==> src/hw/ssg_pkg.sv <==
// Constants and types shared by the speed setpoint source generator
package ssg_pkg;
    typedef logic signed [15:0] ssg_speed_type;
    typedef enum logic [1:0] {RAMP_IDLE, RAMP_UP, RAMP_DOWN} ssg_ramp_state_type;

    // Register byte offsets
    localparam logic [7:0] OFS_CONFIG = 8'h00;
    localparam logic [7:0] OFS_UP_TIME = 8'h04;
    localparam logic [7:0] OFS_DOWN_TIME = 8'h08;
    localparam logic [7:0] OFS_START = 8'h0c;
    localparam logic [7:0] OFS_MAX = 8'h10;
    localparam logic [7:0] OFS_MIN = 8'h14;
    localparam logic [7:0] OFS_REF_SPEED = 8'h18;
    localparam logic [7:0] OFS_FIX_MODE = 8'h1c;
    localparam logic [7:0] OFS_EMU_SRC = 8'h20;
    localparam logic [7:0] OFS_FIX_SRC = 8'h24;
    localparam logic [7:0] OFS_MAIN_SRC = 8'h28;
    localparam logic [7:0] OFS_ADD_SRC = 8'h2c;
    localparam logic [7:0] OFS_SET_SRC = 8'h30;
    localparam logic [7:0] OFS_STATUS = 8'h34;
    localparam logic [1:0] FIX_PAGE = 2'h1;

    // Configuration word fields
    localparam int CFG_RETAIN = 0;
    localparam int CFG_AUTO_RAMP = 1;
    localparam int CFG_ROUND = 2;
    localparam int CFG_NV = 3;
    localparam int CFG_ALWAYS = 4;
    localparam logic [4:0] CONFIG_RST = 5'h06;

    // Reset values
    localparam int RAMP_TIME_S = 10;
    localparam logic [15:0] RAMP_TIME_RST = 16'(RAMP_TIME_S * 1000);
    localparam logic [15:0] SPEED_RST = 16'h0000;
    localparam logic [15:0] REF_SPEED_RST = 16'h05dc;
    localparam logic [15:0] FIX_MODE_RST = 16'h0001;
    localparam logic [15:0] FIX_MODE_DIRECT = 16'h0001;
    localparam logic [31:0] SRC_RST = 32'h0000_0000;

    // Setpoint source codes
    localparam logic [15:0] SRC_EMU = 16'h041a;
    localparam logic [15:0] SRC_FIXED = 16'h0400;

    // Binary source codes
    localparam logic [7:0] BSRC_ONE = 8'h01;
    localparam logic [3:0] BSRC_DI = 4'h1;
    localparam logic [3:0] BSRC_FB = 4'h2;

    // Timing: ramp times count in milliseconds
    localparam int CLK_PERIOD_NS = 50;
    localparam int MS_NS = 1000000;
    localparam logic [31:0] CYC_PER_MS = 32'(MS_NS / CLK_PERIOD_NS);
    localparam logic [1:0] ROUND_STAGES = 2'h3;
endpackage

==> src/hw/ssg_fixed_select.sv <==
// Fixed setpoint table with direct and binary selection
`timescale 1ns/100ps
module ssg_fixed_select (
    input wire logic i_clk_sys,
    input wire logic i_reset,
    input wire logic i_we,
    input wire logic [3:0] i_widx,
    input wire logic [15:0] i_wdata,
    input wire logic [3:0] i_ridx,
    output logic [15:0] o_rdata,
    input wire logic [3:0] i_sel,
    input wire logic i_direct,
    output ssg_pkg::ssg_speed_type o_setpoint
);
    import ssg_pkg::*;

    ssg_speed_type table_q [16];
    logic signed [17:0] sum;

    // Table entries, one write port from the bus
    always_ff @(posedge i_clk_sys or posedge i_reset) begin
        if (i_reset) begin
            for (int i = 0; i < 16; i++) begin
                table_q[i] <= 16'sh0000;
            end
        end else if (i_we) begin
            table_q[i_widx] <= i_wdata;
        end
    end

    assign o_rdata = table_q[i_ridx];

    // sum of chosen setpoints, saturated so it never wraps
    always_comb begin
        sum = 18'sh00000;
        for (int i = 0; i < 4; i++) begin
            if (i_sel[i]) begin
                sum = sum + 18'(table_q[i]);
            end
        end
    end

    // mode one picks direct, else binary
    always_ff @(posedge i_clk_sys or posedge i_reset) begin
        if (i_reset) begin
            o_setpoint <= 16'sh0000;
        end else if (i_direct) begin
            if (sum > 18'sh07fff) begin
                o_setpoint <= 16'sh7fff;
            end else if (sum < -18'sh08000) begin
                o_setpoint <= 16'sh8000;
            end else begin
                o_setpoint <= sum[15:0];
            end
        end else begin
            // one entry indexed by the four bits
            o_setpoint <= table_q[i_sel];
        end
    end
endmodule

==> src/hw/ssg_setpoint_gen.sv <==
// Speed setpoint generator: potentiometer emulator, fixed setpoints, AHB-Lite registers
//
// Function
// - Raise or lower output while requested.
// - Ramp-up time configurable, ten seconds default.
// - Ramp-down time separate, ten seconds default.
// - Start value loaded at first switch-on.
// - Increase and decrease from selectable binary sources.
// - Five-bit configuration word, reset 00110.
// - Bit 0 retains output across switch-off.
// - Automatic mode ramps only with bit 1.
// - Manual mode always ramps.
// - Bit 2 adds initial rounding.
// - Bits 3 and 0 keep output over power loss.
// - Bit 4 updates regardless of pulse enable.
// - Output clamped between minimum and maximum.
// - Setting value from selectable source.
// - Main setpoint source 1050 is emulator.
// - Source 1024 is fixed setpoint selector.
// - Sixteen fixed setpoints, four select bits.
// - Direct mode sums the selected setpoints.
// - Binary mode picks one of sixteen.
// - Mode value one means direct selection.
`timescale 1ns/100ps
module ssg_setpoint_gen (
    input wire logic i_clk_sys,
    input wire logic i_reset,
    input wire logic i_hsel,
    input wire logic [31:0] i_haddr,
    input wire logic [1:0] i_htrans,
    input wire logic i_hwrite,
    input wire logic [2:0] i_hsize,
    input wire logic [31:0] i_hwdata,
    input wire logic i_hready,
    output logic [31:0] o_hrdata,
    output logic o_hreadyout,
    output logic o_hresp,
    input wire logic [5:0] i_digital_in,
    input wire logic [15:0] i_fieldbus_bits,
    input wire logic [15:0] i_fieldbus_word,
    input wire logic i_pulse_enable,
    input wire logic i_power_fail,
    input wire logic i_nv_valid,
    input wire logic [15:0] i_nv_value,
    output logic o_nv_write,
    output ssg_pkg::ssg_speed_type o_nv_value,
    output ssg_pkg::ssg_speed_type o_emu_output,
    output ssg_pkg::ssg_speed_type o_main_setpoint,
    output ssg_pkg::ssg_speed_type o_additional_setpoint,
    output logic o_motor_on
);
    import ssg_pkg::*;

    logic [4:0] cfg_q;
    logic [15:0] up_time_q, down_time_q, ref_q, fix_mode_q;
    logic [15:0] main_src_q, add_src_q, set_src_q;
    ssg_speed_type start_q, max_q, min_q, emu_q, retained_q;
    logic [31:0] emu_src_q, fix_src_q;
    logic ret_valid_q, wr_pend_q, on_prev_q, acc_prev_q, pf_prev_q;
    logic [7:0] wr_addr_q;
    logic [31:0] acc_q;
    logic [1:0] stage_q;
    ssg_ramp_state_type state_q, state_d;
    logic inc_req, dec_req, auto_mode, on_cmd, set_accept;
    logic [3:0] fix_sel;
    logic up_req, dn_req, update_en, ramp_on, moving, jump, step;
    logic load_on, load_set;
    logic [15:0] time_ms, eff_ref, fix_rdata;
    logic [31:0] time_cyc, acc_sum, rd_mux;
    ssg_speed_type fixed_sp, on_value, set_value, start_lim, ret_lim;
    logic addr_ok, bus_we;

    // Picks one binary signal from constants, digital inputs or fieldbus bits
    function automatic logic pick_bit(input logic [7:0] code, input logic [5:0] di,
                                      input logic [15:0] fb);
        logic r;
        r = 1'b0;
        if (code == BSRC_ONE) begin
            r = 1'b1;
        end else if (code[7:4] == BSRC_DI && code[3:0] < 4'h6) begin
            r = di[code[2:0]];
        end else if (code[7:4] == BSRC_FB) begin
            r = fb[code[3:0]];
        end
        return r;
    endfunction

    // Clamp into the window; maximum checked first
    function automatic ssg_speed_type clamp(input logic signed [16:0] v,
                                            input ssg_speed_type lo,
                                            input ssg_speed_type hi);
        ssg_speed_type r;
        r = v[15:0];
        if (v > 17'(hi)) begin
            r = hi;
        end else if (v < 17'(lo)) begin
            r = lo;
        end
        return r;
    endfunction

    // Address phase decode; only whole-word transfers write
    assign addr_ok = i_hsel && i_hready && i_htrans[1];
    assign bus_we = wr_pend_q && wr_addr_q[7:6] == 2'h0;

    // AHB-Lite data-phase bookkeeping; zero wait states, always OKAY
    always_ff @(posedge i_clk_sys or posedge i_reset) begin
        if (i_reset) begin
            wr_pend_q <= 1'b0;
            wr_addr_q <= 8'h00;
            o_hrdata <= 32'h0000_0000;
            o_hreadyout <= 1'b1;
            o_hresp <= 1'b0;
        end else begin
            o_hreadyout <= 1'b1;
            o_hresp <= 1'b0;
            wr_pend_q <= addr_ok && i_hwrite && i_hsize == 3'h2 && i_haddr[31:8] == 24'h0;
            if (addr_ok) begin
                wr_addr_q <= {i_haddr[7:2], 2'h0};
            end
            if (addr_ok && !i_hwrite) begin
                o_hrdata <= rd_mux;
            end
        end
    end

    // Read mux; unmapped words read as zero
    always_comb begin
        rd_mux = 32'h0000_0000;
        if (i_haddr[31:8] == 24'h0 && i_haddr[7:6] == FIX_PAGE) begin
            rd_mux = {16'h0000, fix_rdata};
        end else if (i_haddr[31:8] == 24'h0) begin
            unique case ({i_haddr[7:2], 2'h0})
                OFS_CONFIG: rd_mux = {27'h0, cfg_q};
                OFS_UP_TIME: rd_mux = {16'h0, up_time_q};
                OFS_DOWN_TIME: rd_mux = {16'h0, down_time_q};
                OFS_START: rd_mux = {16'h0, start_q};
                OFS_MAX: rd_mux = {16'h0, max_q};
                OFS_MIN: rd_mux = {16'h0, min_q};
                OFS_REF_SPEED: rd_mux = {16'h0, ref_q};
                OFS_FIX_MODE: rd_mux = {16'h0, fix_mode_q};
                OFS_EMU_SRC: rd_mux = emu_src_q;
                OFS_FIX_SRC: rd_mux = fix_src_q;
                OFS_MAIN_SRC: rd_mux = {16'h0, main_src_q};
                OFS_ADD_SRC: rd_mux = {16'h0, add_src_q};
                OFS_SET_SRC: rd_mux = {16'h0, set_src_q};
                OFS_STATUS: rd_mux = {14'h0, ret_valid_q, o_motor_on, emu_q};
                default: rd_mux = 32'h0000_0000;
            endcase
        end
    end

    // Software registers
    always_ff @(posedge i_clk_sys or posedge i_reset) begin
        if (i_reset) begin
            cfg_q <= CONFIG_RST;
            up_time_q <= RAMP_TIME_RST;
            down_time_q <= RAMP_TIME_RST;
            start_q <= SPEED_RST;
            max_q <= SPEED_RST;
            min_q <= SPEED_RST;
            ref_q <= REF_SPEED_RST;
            fix_mode_q <= FIX_MODE_RST;
            emu_src_q <= SRC_RST;
            fix_src_q <= SRC_RST;
            main_src_q <= 16'h0000;
            add_src_q <= 16'h0000;
            set_src_q <= 16'h0000;
        end else if (bus_we) begin
            unique case (wr_addr_q)
                OFS_CONFIG: cfg_q <= i_hwdata[4:0];
                OFS_UP_TIME: up_time_q <= i_hwdata[15:0];
                OFS_DOWN_TIME: down_time_q <= i_hwdata[15:0];
                OFS_START: start_q <= i_hwdata[15:0];
                OFS_MAX: max_q <= i_hwdata[15:0];
                OFS_MIN: min_q <= i_hwdata[15:0];
                OFS_REF_SPEED: ref_q <= i_hwdata[15:0];
                OFS_FIX_MODE: fix_mode_q <= i_hwdata[15:0];
                OFS_EMU_SRC: emu_src_q <= i_hwdata;
                OFS_FIX_SRC: fix_src_q <= i_hwdata;
                OFS_MAIN_SRC: main_src_q <= i_hwdata[15:0];
                OFS_ADD_SRC: add_src_q <= i_hwdata[15:0];
                OFS_SET_SRC: set_src_q <= i_hwdata[15:0];
                default: ;
            endcase
        end
    end

    // binary signal routing, all default to constant zero
    always_comb begin
        inc_req = pick_bit(emu_src_q[7:0], i_digital_in, i_fieldbus_bits);
        dec_req = pick_bit(emu_src_q[15:8], i_digital_in, i_fieldbus_bits);
        auto_mode = pick_bit(emu_src_q[23:16], i_digital_in, i_fieldbus_bits);
        on_cmd = pick_bit(emu_src_q[31:24], i_digital_in, i_fieldbus_bits);
        set_accept = pick_bit(set_src_q[15:8], i_digital_in, i_fieldbus_bits);
    end

    // four selection bits for the fixed table
    for (genvar g = 0; g < 4; g++) begin : g_fix_sel
        assign fix_sel[g] = pick_bit(fix_src_q[8*g +: 8], i_digital_in, i_fieldbus_bits);
    end

    ssg_fixed_select u_fixed (
        .i_clk_sys(i_clk_sys),
        .i_reset(i_reset),
        .i_we(wr_pend_q && wr_addr_q[7:6] == FIX_PAGE),
        .i_widx(wr_addr_q[5:2]),
        .i_wdata(i_hwdata[15:0]),
        .i_ridx(i_haddr[5:2]),
        .o_rdata(fix_rdata),
        .i_sel(fix_sel),
        .i_direct(fix_mode_q == FIX_MODE_DIRECT),
        .o_setpoint(fixed_sp)
    );

    // Edge detection of switch-on, setting accept and power failure
    always_ff @(posedge i_clk_sys or posedge i_reset) begin
        if (i_reset) begin
            on_prev_q <= 1'b0;
            acc_prev_q <= 1'b0;
            pf_prev_q <= 1'b0;
        end else begin
            on_prev_q <= on_cmd;
            acc_prev_q <= set_accept;
            pf_prev_q <= i_power_fail;
        end
    end

    assign load_on = on_cmd && !on_prev_q;
    assign load_set = set_accept && !acc_prev_q;
    // setting value is the fieldbus word or zero
    assign set_value = set_src_q[0] ? i_fieldbus_word : 16'sh0000;

    // retained value wins over start value when enabled
    always_comb begin
        on_value = start_q;
        if (cfg_q[CFG_RETAIN] && ret_valid_q) begin
            on_value = retained_q;
        // after power loss the stored copy is restored
        end else if (cfg_q[CFG_RETAIN] && cfg_q[CFG_NV] && i_nv_valid) begin
            on_value = i_nv_value;
        end
    end

    // Request decode; both together hold the output
    assign up_req = inc_req && !dec_req;
    assign dn_req = dec_req && !inc_req;
    // pulse enable gates updates unless bit 4
    assign update_en = cfg_q[CFG_ALWAYS] || i_pulse_enable;
    // automatic mode ramps only with bit 1
    assign ramp_on = !auto_mode || cfg_q[CFG_AUTO_RAMP];
    assign time_ms = up_req ? up_time_q : down_time_q;
    assign moving = (up_req || dn_req) && update_en && ramp_on && time_ms != 16'h0;
    assign jump = (up_req || dn_req) && update_en && !moving;

    // rate of ref speed per configured time, one rpm per step
    always_comb begin
        time_cyc = {16'h0, time_ms} * CYC_PER_MS;
        eff_ref = ref_q >> stage_q;
        acc_sum = acc_q + {16'h0, eff_ref};
        step = moving && acc_sum >= time_cyc;
    end

    // Ramp direction state
    always_comb begin
        state_d = RAMP_IDLE;
        if (moving && up_req) begin
            state_d = RAMP_UP;
        end else if (moving) begin
            state_d = RAMP_DOWN;
        end
    end

    // Accumulator and rounding stage, restarted on each new ramp
    always_ff @(posedge i_clk_sys or posedge i_reset) begin
        if (i_reset) begin
            state_q <= RAMP_IDLE;
            acc_q <= 32'h0;
            stage_q <= 2'h0;
        end else begin
            state_q <= state_d;
            if (state_d != state_q) begin
                acc_q <= 32'h0;
                // slow first steps allow tiny changes
                stage_q <= cfg_q[CFG_ROUND] ? ROUND_STAGES : 2'h0;
            end else if (step) begin
                acc_q <= acc_sum - time_cyc;
                if (stage_q != 2'h0) begin
                    stage_q <= stage_q - 2'h1;
                end
            end else if (moving) begin
                acc_q <= acc_sum;
            end
        end
    end

    assign start_lim = clamp(17'(on_value), min_q, max_q);
    assign ret_lim = clamp(17'(retained_q), min_q, max_q);

    // every path through the output is clamped except the downward jump, which loads min_q as it is
    always_ff @(posedge i_clk_sys or posedge i_reset) begin
        if (i_reset) begin
            emu_q <= SPEED_RST;
        end else if (load_on) begin
            // switch-on loads start or kept value
            emu_q <= start_lim;
        end else if (load_set) begin
            emu_q <= clamp(17'(set_value), min_q, max_q);
        end else if (jump) begin
            emu_q <= up_req ? clamp(17'(max_q), min_q, max_q) : min_q;
        end else if (step) begin
            // one rpm per step while requested
            emu_q <= clamp(17'(emu_q) + (up_req ? 17'sh00001 : -17'sh00001), min_q, max_q);
        end else begin
            emu_q <= clamp(17'(emu_q), min_q, max_q);
        end
    end

    // keep output at switch-off; store copy on power loss
    always_ff @(posedge i_clk_sys or posedge i_reset) begin
        if (i_reset) begin
            retained_q <= SPEED_RST;
            ret_valid_q <= 1'b0;
            o_nv_write <= 1'b0;
            o_nv_value <= SPEED_RST;
        end else begin
            if (!on_cmd && on_prev_q && cfg_q[CFG_RETAIN]) begin
                retained_q <= emu_q;
                ret_valid_q <= 1'b1;
            end
            o_nv_write <= i_power_fail && !pf_prev_q && cfg_q[CFG_RETAIN] && cfg_q[CFG_NV];
            if (i_power_fail && !pf_prev_q) begin
                o_nv_value <= emu_q;
            end
        end
    end

    // Setpoint routing by source code; other codes give zero
    always_ff @(posedge i_clk_sys or posedge i_reset) begin
        if (i_reset) begin
            o_main_setpoint <= SPEED_RST;
            o_additional_setpoint <= SPEED_RST;
            o_emu_output <= SPEED_RST;
            o_motor_on <= 1'b0;
        end else begin
            o_emu_output <= emu_q;
            o_motor_on <= on_cmd;
            // fixed code on main and additional
            o_main_setpoint <= main_src_q == SRC_EMU ? emu_q :
                               main_src_q == SRC_FIXED ? fixed_sp : 16'sh0000;
            o_additional_setpoint <= add_src_q == SRC_EMU ? emu_q :
                                     add_src_q == SRC_FIXED ? fixed_sp : 16'sh0000;
        end
    end
endmodule

==> config.mk <==
export PLATFORM = sky130hd
export DESIGN_NAME = ssg_setpoint_gen
export DESIGN_NICKNAME = d
export VERILOG_FILES = /design/src/hw/ssg_pkg.sv /design/src/hw/ssg_fixed_select.sv /design/src/hw/ssg_setpoint_gen.sv
export SDC_FILE = /design/constraint.sdc
export NUM_CORES = 2
export LEC_CHECK = 0
export BUFFER_PORTS_ARGS = -buffer_cell sky130_fd_sc_hd__buf_2
export CAP_MARGIN = 10
export CORE_UTILIZATION = 33
export DETAILED_ROUTE_END_ITERATION = 7
export PLACE_DENSITY = 0.46
export SYNTH_ARGS = -nofsm -noshare
export SYNTH_HDL_FRONTEND = slang
export SYNTH_SLANG_ARGS = --single-unit
==> constraint.sdc <==
create_clock -name i_clk_sys -period 23.6 [get_ports i_clk_sys]
set_input_delay 1.18 -clock i_clk_sys [delete_from_list [all_inputs] [get_ports i_clk_sys]]
set_output_delay 1.18 -clock i_clk_sys [all_outputs]
set_load 0.05 [all_outputs]
Yosys cells after proc, flatten, opt, wreduce, memory -nomap -nowiden. Cells that the tools add are included.

Add/sub/neg operators: 7. Multiply operators: 1. $lt $le $gt $ge: 44. Eq/ne operators: 61. Shift operators: 1. Muxes and demuxes: 115. Bitwise logic cells: 3. Reduce and logical (&&, ||, !) cells: 73.

Operator list (number): $mux W16 (31); $pmux W32 S14 (1); $bwmux W256 (1); $mux W32 (5); $bmux W16 S4 (2); $eq A8 B1 Y1 const B (9); $mux W18 (4); $eq A6 B4 Y1 const B (11); $demux W16 S4 (1); $eq A16 B11 Y1 const B (4); $gt A16 B16 Y1 (4); $lt A16 B16 Y1 (4); $add A18 B16 Y18 (3); $eq A6 B3 Y1 const B (8); $lt A4 B5 Y1 const B (9); $mux W1 (45); $logic_and A1 B1 Y1 (37); $bmux W1 S4 (9); $eq A4 B1 Y1 const B (9); $eq A4 B2 Y1 const B (9); $lt A3 B4 Y1 const B (9); $lt A4 B3 Y1 const B (9); $add A32 B16 Y32 (1); $ge A32 B31 Y1 (1); 32 further kinds (79).

Flip-flop bits (word level): 677. Bits of input ports: 131. Output and inout bits: 100. Word-level logic and storage cells: 352.

Logic depth before layout (Yosys ltp).
Depth in word-level cells: 16. Mapped depth: 47. Gate-level depth less buffers: 42.

Modules after synthesis. A second synthesis with hierarchy kept.

Cells, all modules: 4238. Area total of the unflattened synthesis: 47237.8 um^2.

Modules (own cells, without submodules): ssg_setpoint_gen (times used 1, cells each 2942, area an instance 29970.0 um^2, seq. area each 10159.7 um^2); ssg_fixed_select (times used 1, cells each 1296, area an instance 17267.8 um^2, seq. area each 6806.5 um^2).

Least setup slack after synthesis. No wires, ideal clock.

Path type: input to register. Start: input i_digital_in[2]. End: register emu_q[11]. Setup time: 0.087 ns. Arrival time: 10.277 ns. Slack: 13.237 ns. Stages on the path: 43. Path buffers: 3. Path through: buf_2 -> mux2i_1 -> nor2_1 -> a311o_1 -> a31oi_1 -> o22ai_1 -> o211ai_1 -> ha_1 -> clkbuf_1 -> clkbuf_1 -> mux2i_1 -> fa_1 -> inv_1 -> ha_1 -> ha_1 -> ha_1 -> inv_1 -> fa_1 -> (+7 left out) -> o31a_1 -> o21ai_0 -> nand2b_1 -> a21o_1 -> a21oi_1 -> xor2_1 -> ha_1 -> a21o_1 -> a21o_1 -> a21oi_1 -> o21ai_0 -> a21o_1 -> o2111a_1 -> o31ai_1 -> a2bb2oi_1 -> o21ai_1 -> o221ai_1 -> o211ai_1.

Longest elaborated chain between the ends: 15. Elaborated cells on any way between the ends: 51. Classes of those cells: 1 x add/sub; 1 x mul; 3 x order compare; 29 x mux; 17 x reduce/logical.

Ends and longest elaborated chain: from (decl) (RTL line ssg_setpoint_gen.sv:38) `input wire logic [5:0] i_digital_in,`; parallel branches: the longest is 15 deep, another holds $ge A32 B31 Y1; to (signal assigned) (RTL line ssg_setpoint_gen.sv:306) `emu_q <= start_lim;`; to (signal assigned) (RTL line ssg_setpoint_gen.sv:308) `emu_q <= clamp(17'(set_value), min_q, max_q);`; to (signal assigned) (RTL line ssg_setpoint_gen.sv:310) `emu_q <= up_req ? clamp(17'(max_q), min_q, max_q) : min_q;`; to (decl) (RTL line ssg_setpoint_gen.sv:57) `ssg_speed_type start_q, max_q, min_q, emu_q, retained_q;`.

Several ways; the timed one is not identified. The select of a mux whose other input is x is not followed. A chain may end at the register's enable or synchronous reset.

Worst setup path after layout.
Start: register emu_src_q[9]. End: register emu_q[0].

Longest elaborated chain between the ends: 16. Elaborated cells on any way between the ends: 36. Classes of those cells: 1 x add/sub; 1 x mul; 4 x order compare; 1 x eq/ne; 16 x mux; 13 x reduce/logical.

Ends and longest elaborated chain: from (decl) (RTL line ssg_setpoint_gen.sv:58) `logic [31:0] emu_src_q, fix_src_q;`; from (signal assigned) (RTL line ssg_setpoint_gen.sv:179) `OFS_EMU_SRC: emu_src_q <= i_hwdata;`; $bmux W1 S4 (RTL line ssg_setpoint_gen.sv:83) `r = fb[code[3:0]];`; $mux W1 (not written as such) (RTL line ssg_setpoint_gen.sv:83); $mux W1 (RTL line ssg_setpoint_gen.sv:82) `end else if (code[7:4] == BSRC_FB) begin`; $mux W1 (RTL line ssg_setpoint_gen.sv:80) `end else if (code[7:4] == BSRC_DI && code[3:0] < 4'h6) begin`; $mux W1 (*) (RTL line ssg_setpoint_gen.sv:78) `if (code == BSRC_ONE) begin`; parallel branches: the longest is 11 deep, another holds $ge A32 B31 Y1.

Every way passes the cells marked *. The select of a mux whose other input is x is not followed.

==> results.tsv <==
metric	value	unit
run status	finished, final reports clean	
initial antenna violation count	13	
Routability Congestion	0.916	
Inst Count DP	6393	
setup bufs post-CTS	0	
CP Capture Type	register	
worst vdd ir	0.000115	V
gr usage total	23.9	%
most common library cell in the layout ignoring fill and taps	dfrtp_1	
Cells after Synth	4475	
Netlist cell types	100	
Die Wd	381	um
root buf cell	clkbuf_16	
via count	37600	
Main synth FF type	dfrtp_1	
worst path arrival time	11740	ps
cell area after synthesis	47500	um^2
Antenna Nets Post-Route	0	
Core ar.	142000	um^2
wire per inst	26.9	um
Clock Sinks	677	
row count	138	
footprint of the multi-input gates	28800	um^2
final worst setup slack	12430	ps
Slowest-stage cell, CP	dfrtp_1	
P per Cell Area	102	nW/um^2
commonest cells after routing, fill and taps aside	dfrtp_1, mux2_2, nand2_1, ha_1, buf_2	
initial DRC count	3250	
max-cap violations	0	
total CTS buffers	84	
Most common cell on crit path	ha_1	
setup TNS	0	ps
worst hold path type	reg2reg	
Initial Util	33.4	%
Post-synth EDFFs	0	
sequential share of the synthesized area	35.7	%
final core utilization	37.7	%
Synth async-reset ratio	100	%
Critical Path RT	24170	ps
Vias/cell	5.74	
Slew Limit Headroom	18.2	%
post-layout net count	5085	
Slew Viols, Final	0	
dpl hpwl	126000	um
Worst-path clk slew	60	ps
RR Startpoint	emu_src_q[9]$_DFFE_PP0P_	
layout cells sized above 1	26.4	%
vias in the first global route	37600	
Leak	24.4	nW
P&R area growth vs syn	13.0	%
Tcrit/Tclk final	47.3	%
maximum fanout along the worst path	22	
Mapped Nets	4971	
drt pass-1 iters	8	
CP max stage delay	640	ps
Synth Register Bits	677	
DRC Markers	0	
clk_lat worst skew	700	ps
sequential cell area	17000	um^2
pin count of the biggest net entering global routing	154	
global route total overflow	0	
R2R Path End	emu_q[0]$_DFFE_PP0P_	
filler instances	14100	
r2r worst-path depth	40	
mean post-synth cell area	10.6	um^2
Setup Slack @ Placement	11620	ps
final setup fails	0	
die height	381	um
Non-Filler Instances	6552	
warning count from the yosys run	0	
Total Wirelength	176000	um
# port buffers	225	
num ports	231	
clk_skew	31.1	ps
RSZ-0062 raised after global routing	no	
fmax	0.0895	GHz
crit path launch type	register	
crit path from	emu_src_q[9]$_DFFE_PP0P_	
post-cts resize count	0	
min Tclk post-route	11170	ps
Critical Path End	emu_q[0]$_DFFE_PP0P_	
CP Class	reg2reg	
depth of the CTS H-tree	3	
CTS tree	yes	
first-pass GRT wire length	259000	um
die area	145000	um^2
Max Root-Sink Buffers	3	
R2R setup slack	12430	ps
final hold vios	0	
# hold bufs at CTS	0	
worst-margin pin slew	1220	ps
cell families (layout without fill, tap and decap cells):
kind of cell | Yosys count | in the layout | share of synthesized area [%]
AND/OR/NAND/NOR | 1016 | 1016 | 10.2
XOR/XNOR | 124 | 124 | 2.29
other | 2 | 5 | 0.0158
flip-flops | 677 | 677 | 35.7
multiplexers | 878 | 878 | 23.8
buffers and inverters | 492 | 676 | 4.00
adder cells (fa/ha/maj) | 368 | 368 | 10.3
AO/OA/AOI/OAI | 918 | 918 | 13.6
per-layer routing:
metal,up-vias,track usage [%],share of wire [%]
li1,16900,-,-
met1,19300,32.0,44
met2,1143,39.5,47
met3,323,3.54,5.4
met4,6,7.79,3.7
met5,-,0,0.026
Yosys cell counts (42+ instances only):
cell type / number / area (um^2)
dfrtp_1: 657 / 16400
mux2_2: 542 / 6100
nand2_1: 356 / 1340
ha_1: 324 / 4050
nor2_1: 219 / 822
clkbuf_1: 214 / 803
inv_1: 214 / 803
mux2i_1: 190 / 1900
o21ai_0: 166 / 831
a21oi_1: 165 / 826
mux4_2: 146 / 3290
nand3_1: 77 / 385
xnor2_1: 74 / 648
nor3_1: 60 / 300
a21o_1: 59 / 443
a22o_1: 50 / 438
nor2b_1: 50 / 313
xor2_1: 50 / 438
nand2b_1: 49 / 307
a211oi_1: 45 / 338
and2_1: 43 / 269
and3_1: 43 / 269
buf_1: 42 / 158
final cells by class:
type	instances	area share, %
Tap cell	1890	4.41
Sequential cell	677	31.6
Timing Repair Buffer	304	3.26
Clock inverter	35	0.966
Inverter	216	1.53
Antenna cell	3	0.0140
Multi-Input combinational cell	3306	53.7
Clock buffer	121	4.53
critical path: cells and delay by family, from the launching register on:
family / cells / cell delay (ps)
compound gates: 17 / 3970
xor+xnor: 1 / 390
fa+ha+maj: 8 / 2660
buf+inv: 4 / 600
flops: 1 / 640
mux: 2 / 860
simple gates: 8 / 1910
flip-flops by register name, indices dropped and copies added (netlist names), 32 cells and up:
signal,cells
emu_src_q,32
o_hrdata,32
fix_src_q,32
u_fixed.table_q,256
acc_q,32
stage by stage:
stage	cell area (um^2)	total power [mW]	hold slack, ps
3_3_place_gp	50700	4.10	462
6_report	53600	5.48	472
3_5_place_dp	50700	4.10	465
5_1_grt	53600	5.87	500
4_1_cts	53600	5.52	478
2_1_floorplan	47500	3.37	376
worst min-delay path by stage:
stage / to / from / cells past startpoint / slack [ps]
after detailed placement: o_hrdata[21]$_DFFE_PP0P_ / o_hrdata[21]$_DFFE_PP0P_ / 2 / 470
final: o_hrdata[30]$_DFFE_PP0P_ / o_hrdata[30]$_DFFE_PP0P_ / 2 / 470
after global placement: o_hrdata[28]$_DFFE_PP0P_ / o_hrdata[28]$_DFFE_PP0P_ / 2 / 460
after global routing: o_hrdata[22]$_DFFE_PP0P_ / o_hrdata[22]$_DFFE_PP0P_ / 2 / 500
after floorplan: o_emu_output[0]$_DFF_PP0_ / emu_q[0]$_DFFE_PP0P_ / 0 / 380
after CTS: o_hrdata[21]$_DFFE_PP0P_ / o_hrdata[21]$_DFFE_PP0P_ / 2 / 480
power breakdown:
part / switching, mW / leakage [nW] / total, mW / internal [mW]
logic: 1.59 / 14.4 / 2.67 / 1.08
clock network: 0.561 / 1.44 / 1.39 / 0.831
registers: 0.149 / 8.59 / 1.42 / 1.27
total: 2.30 / 24.4 / 5.48 / 3.18
Power figures use the tool's default switching activity.
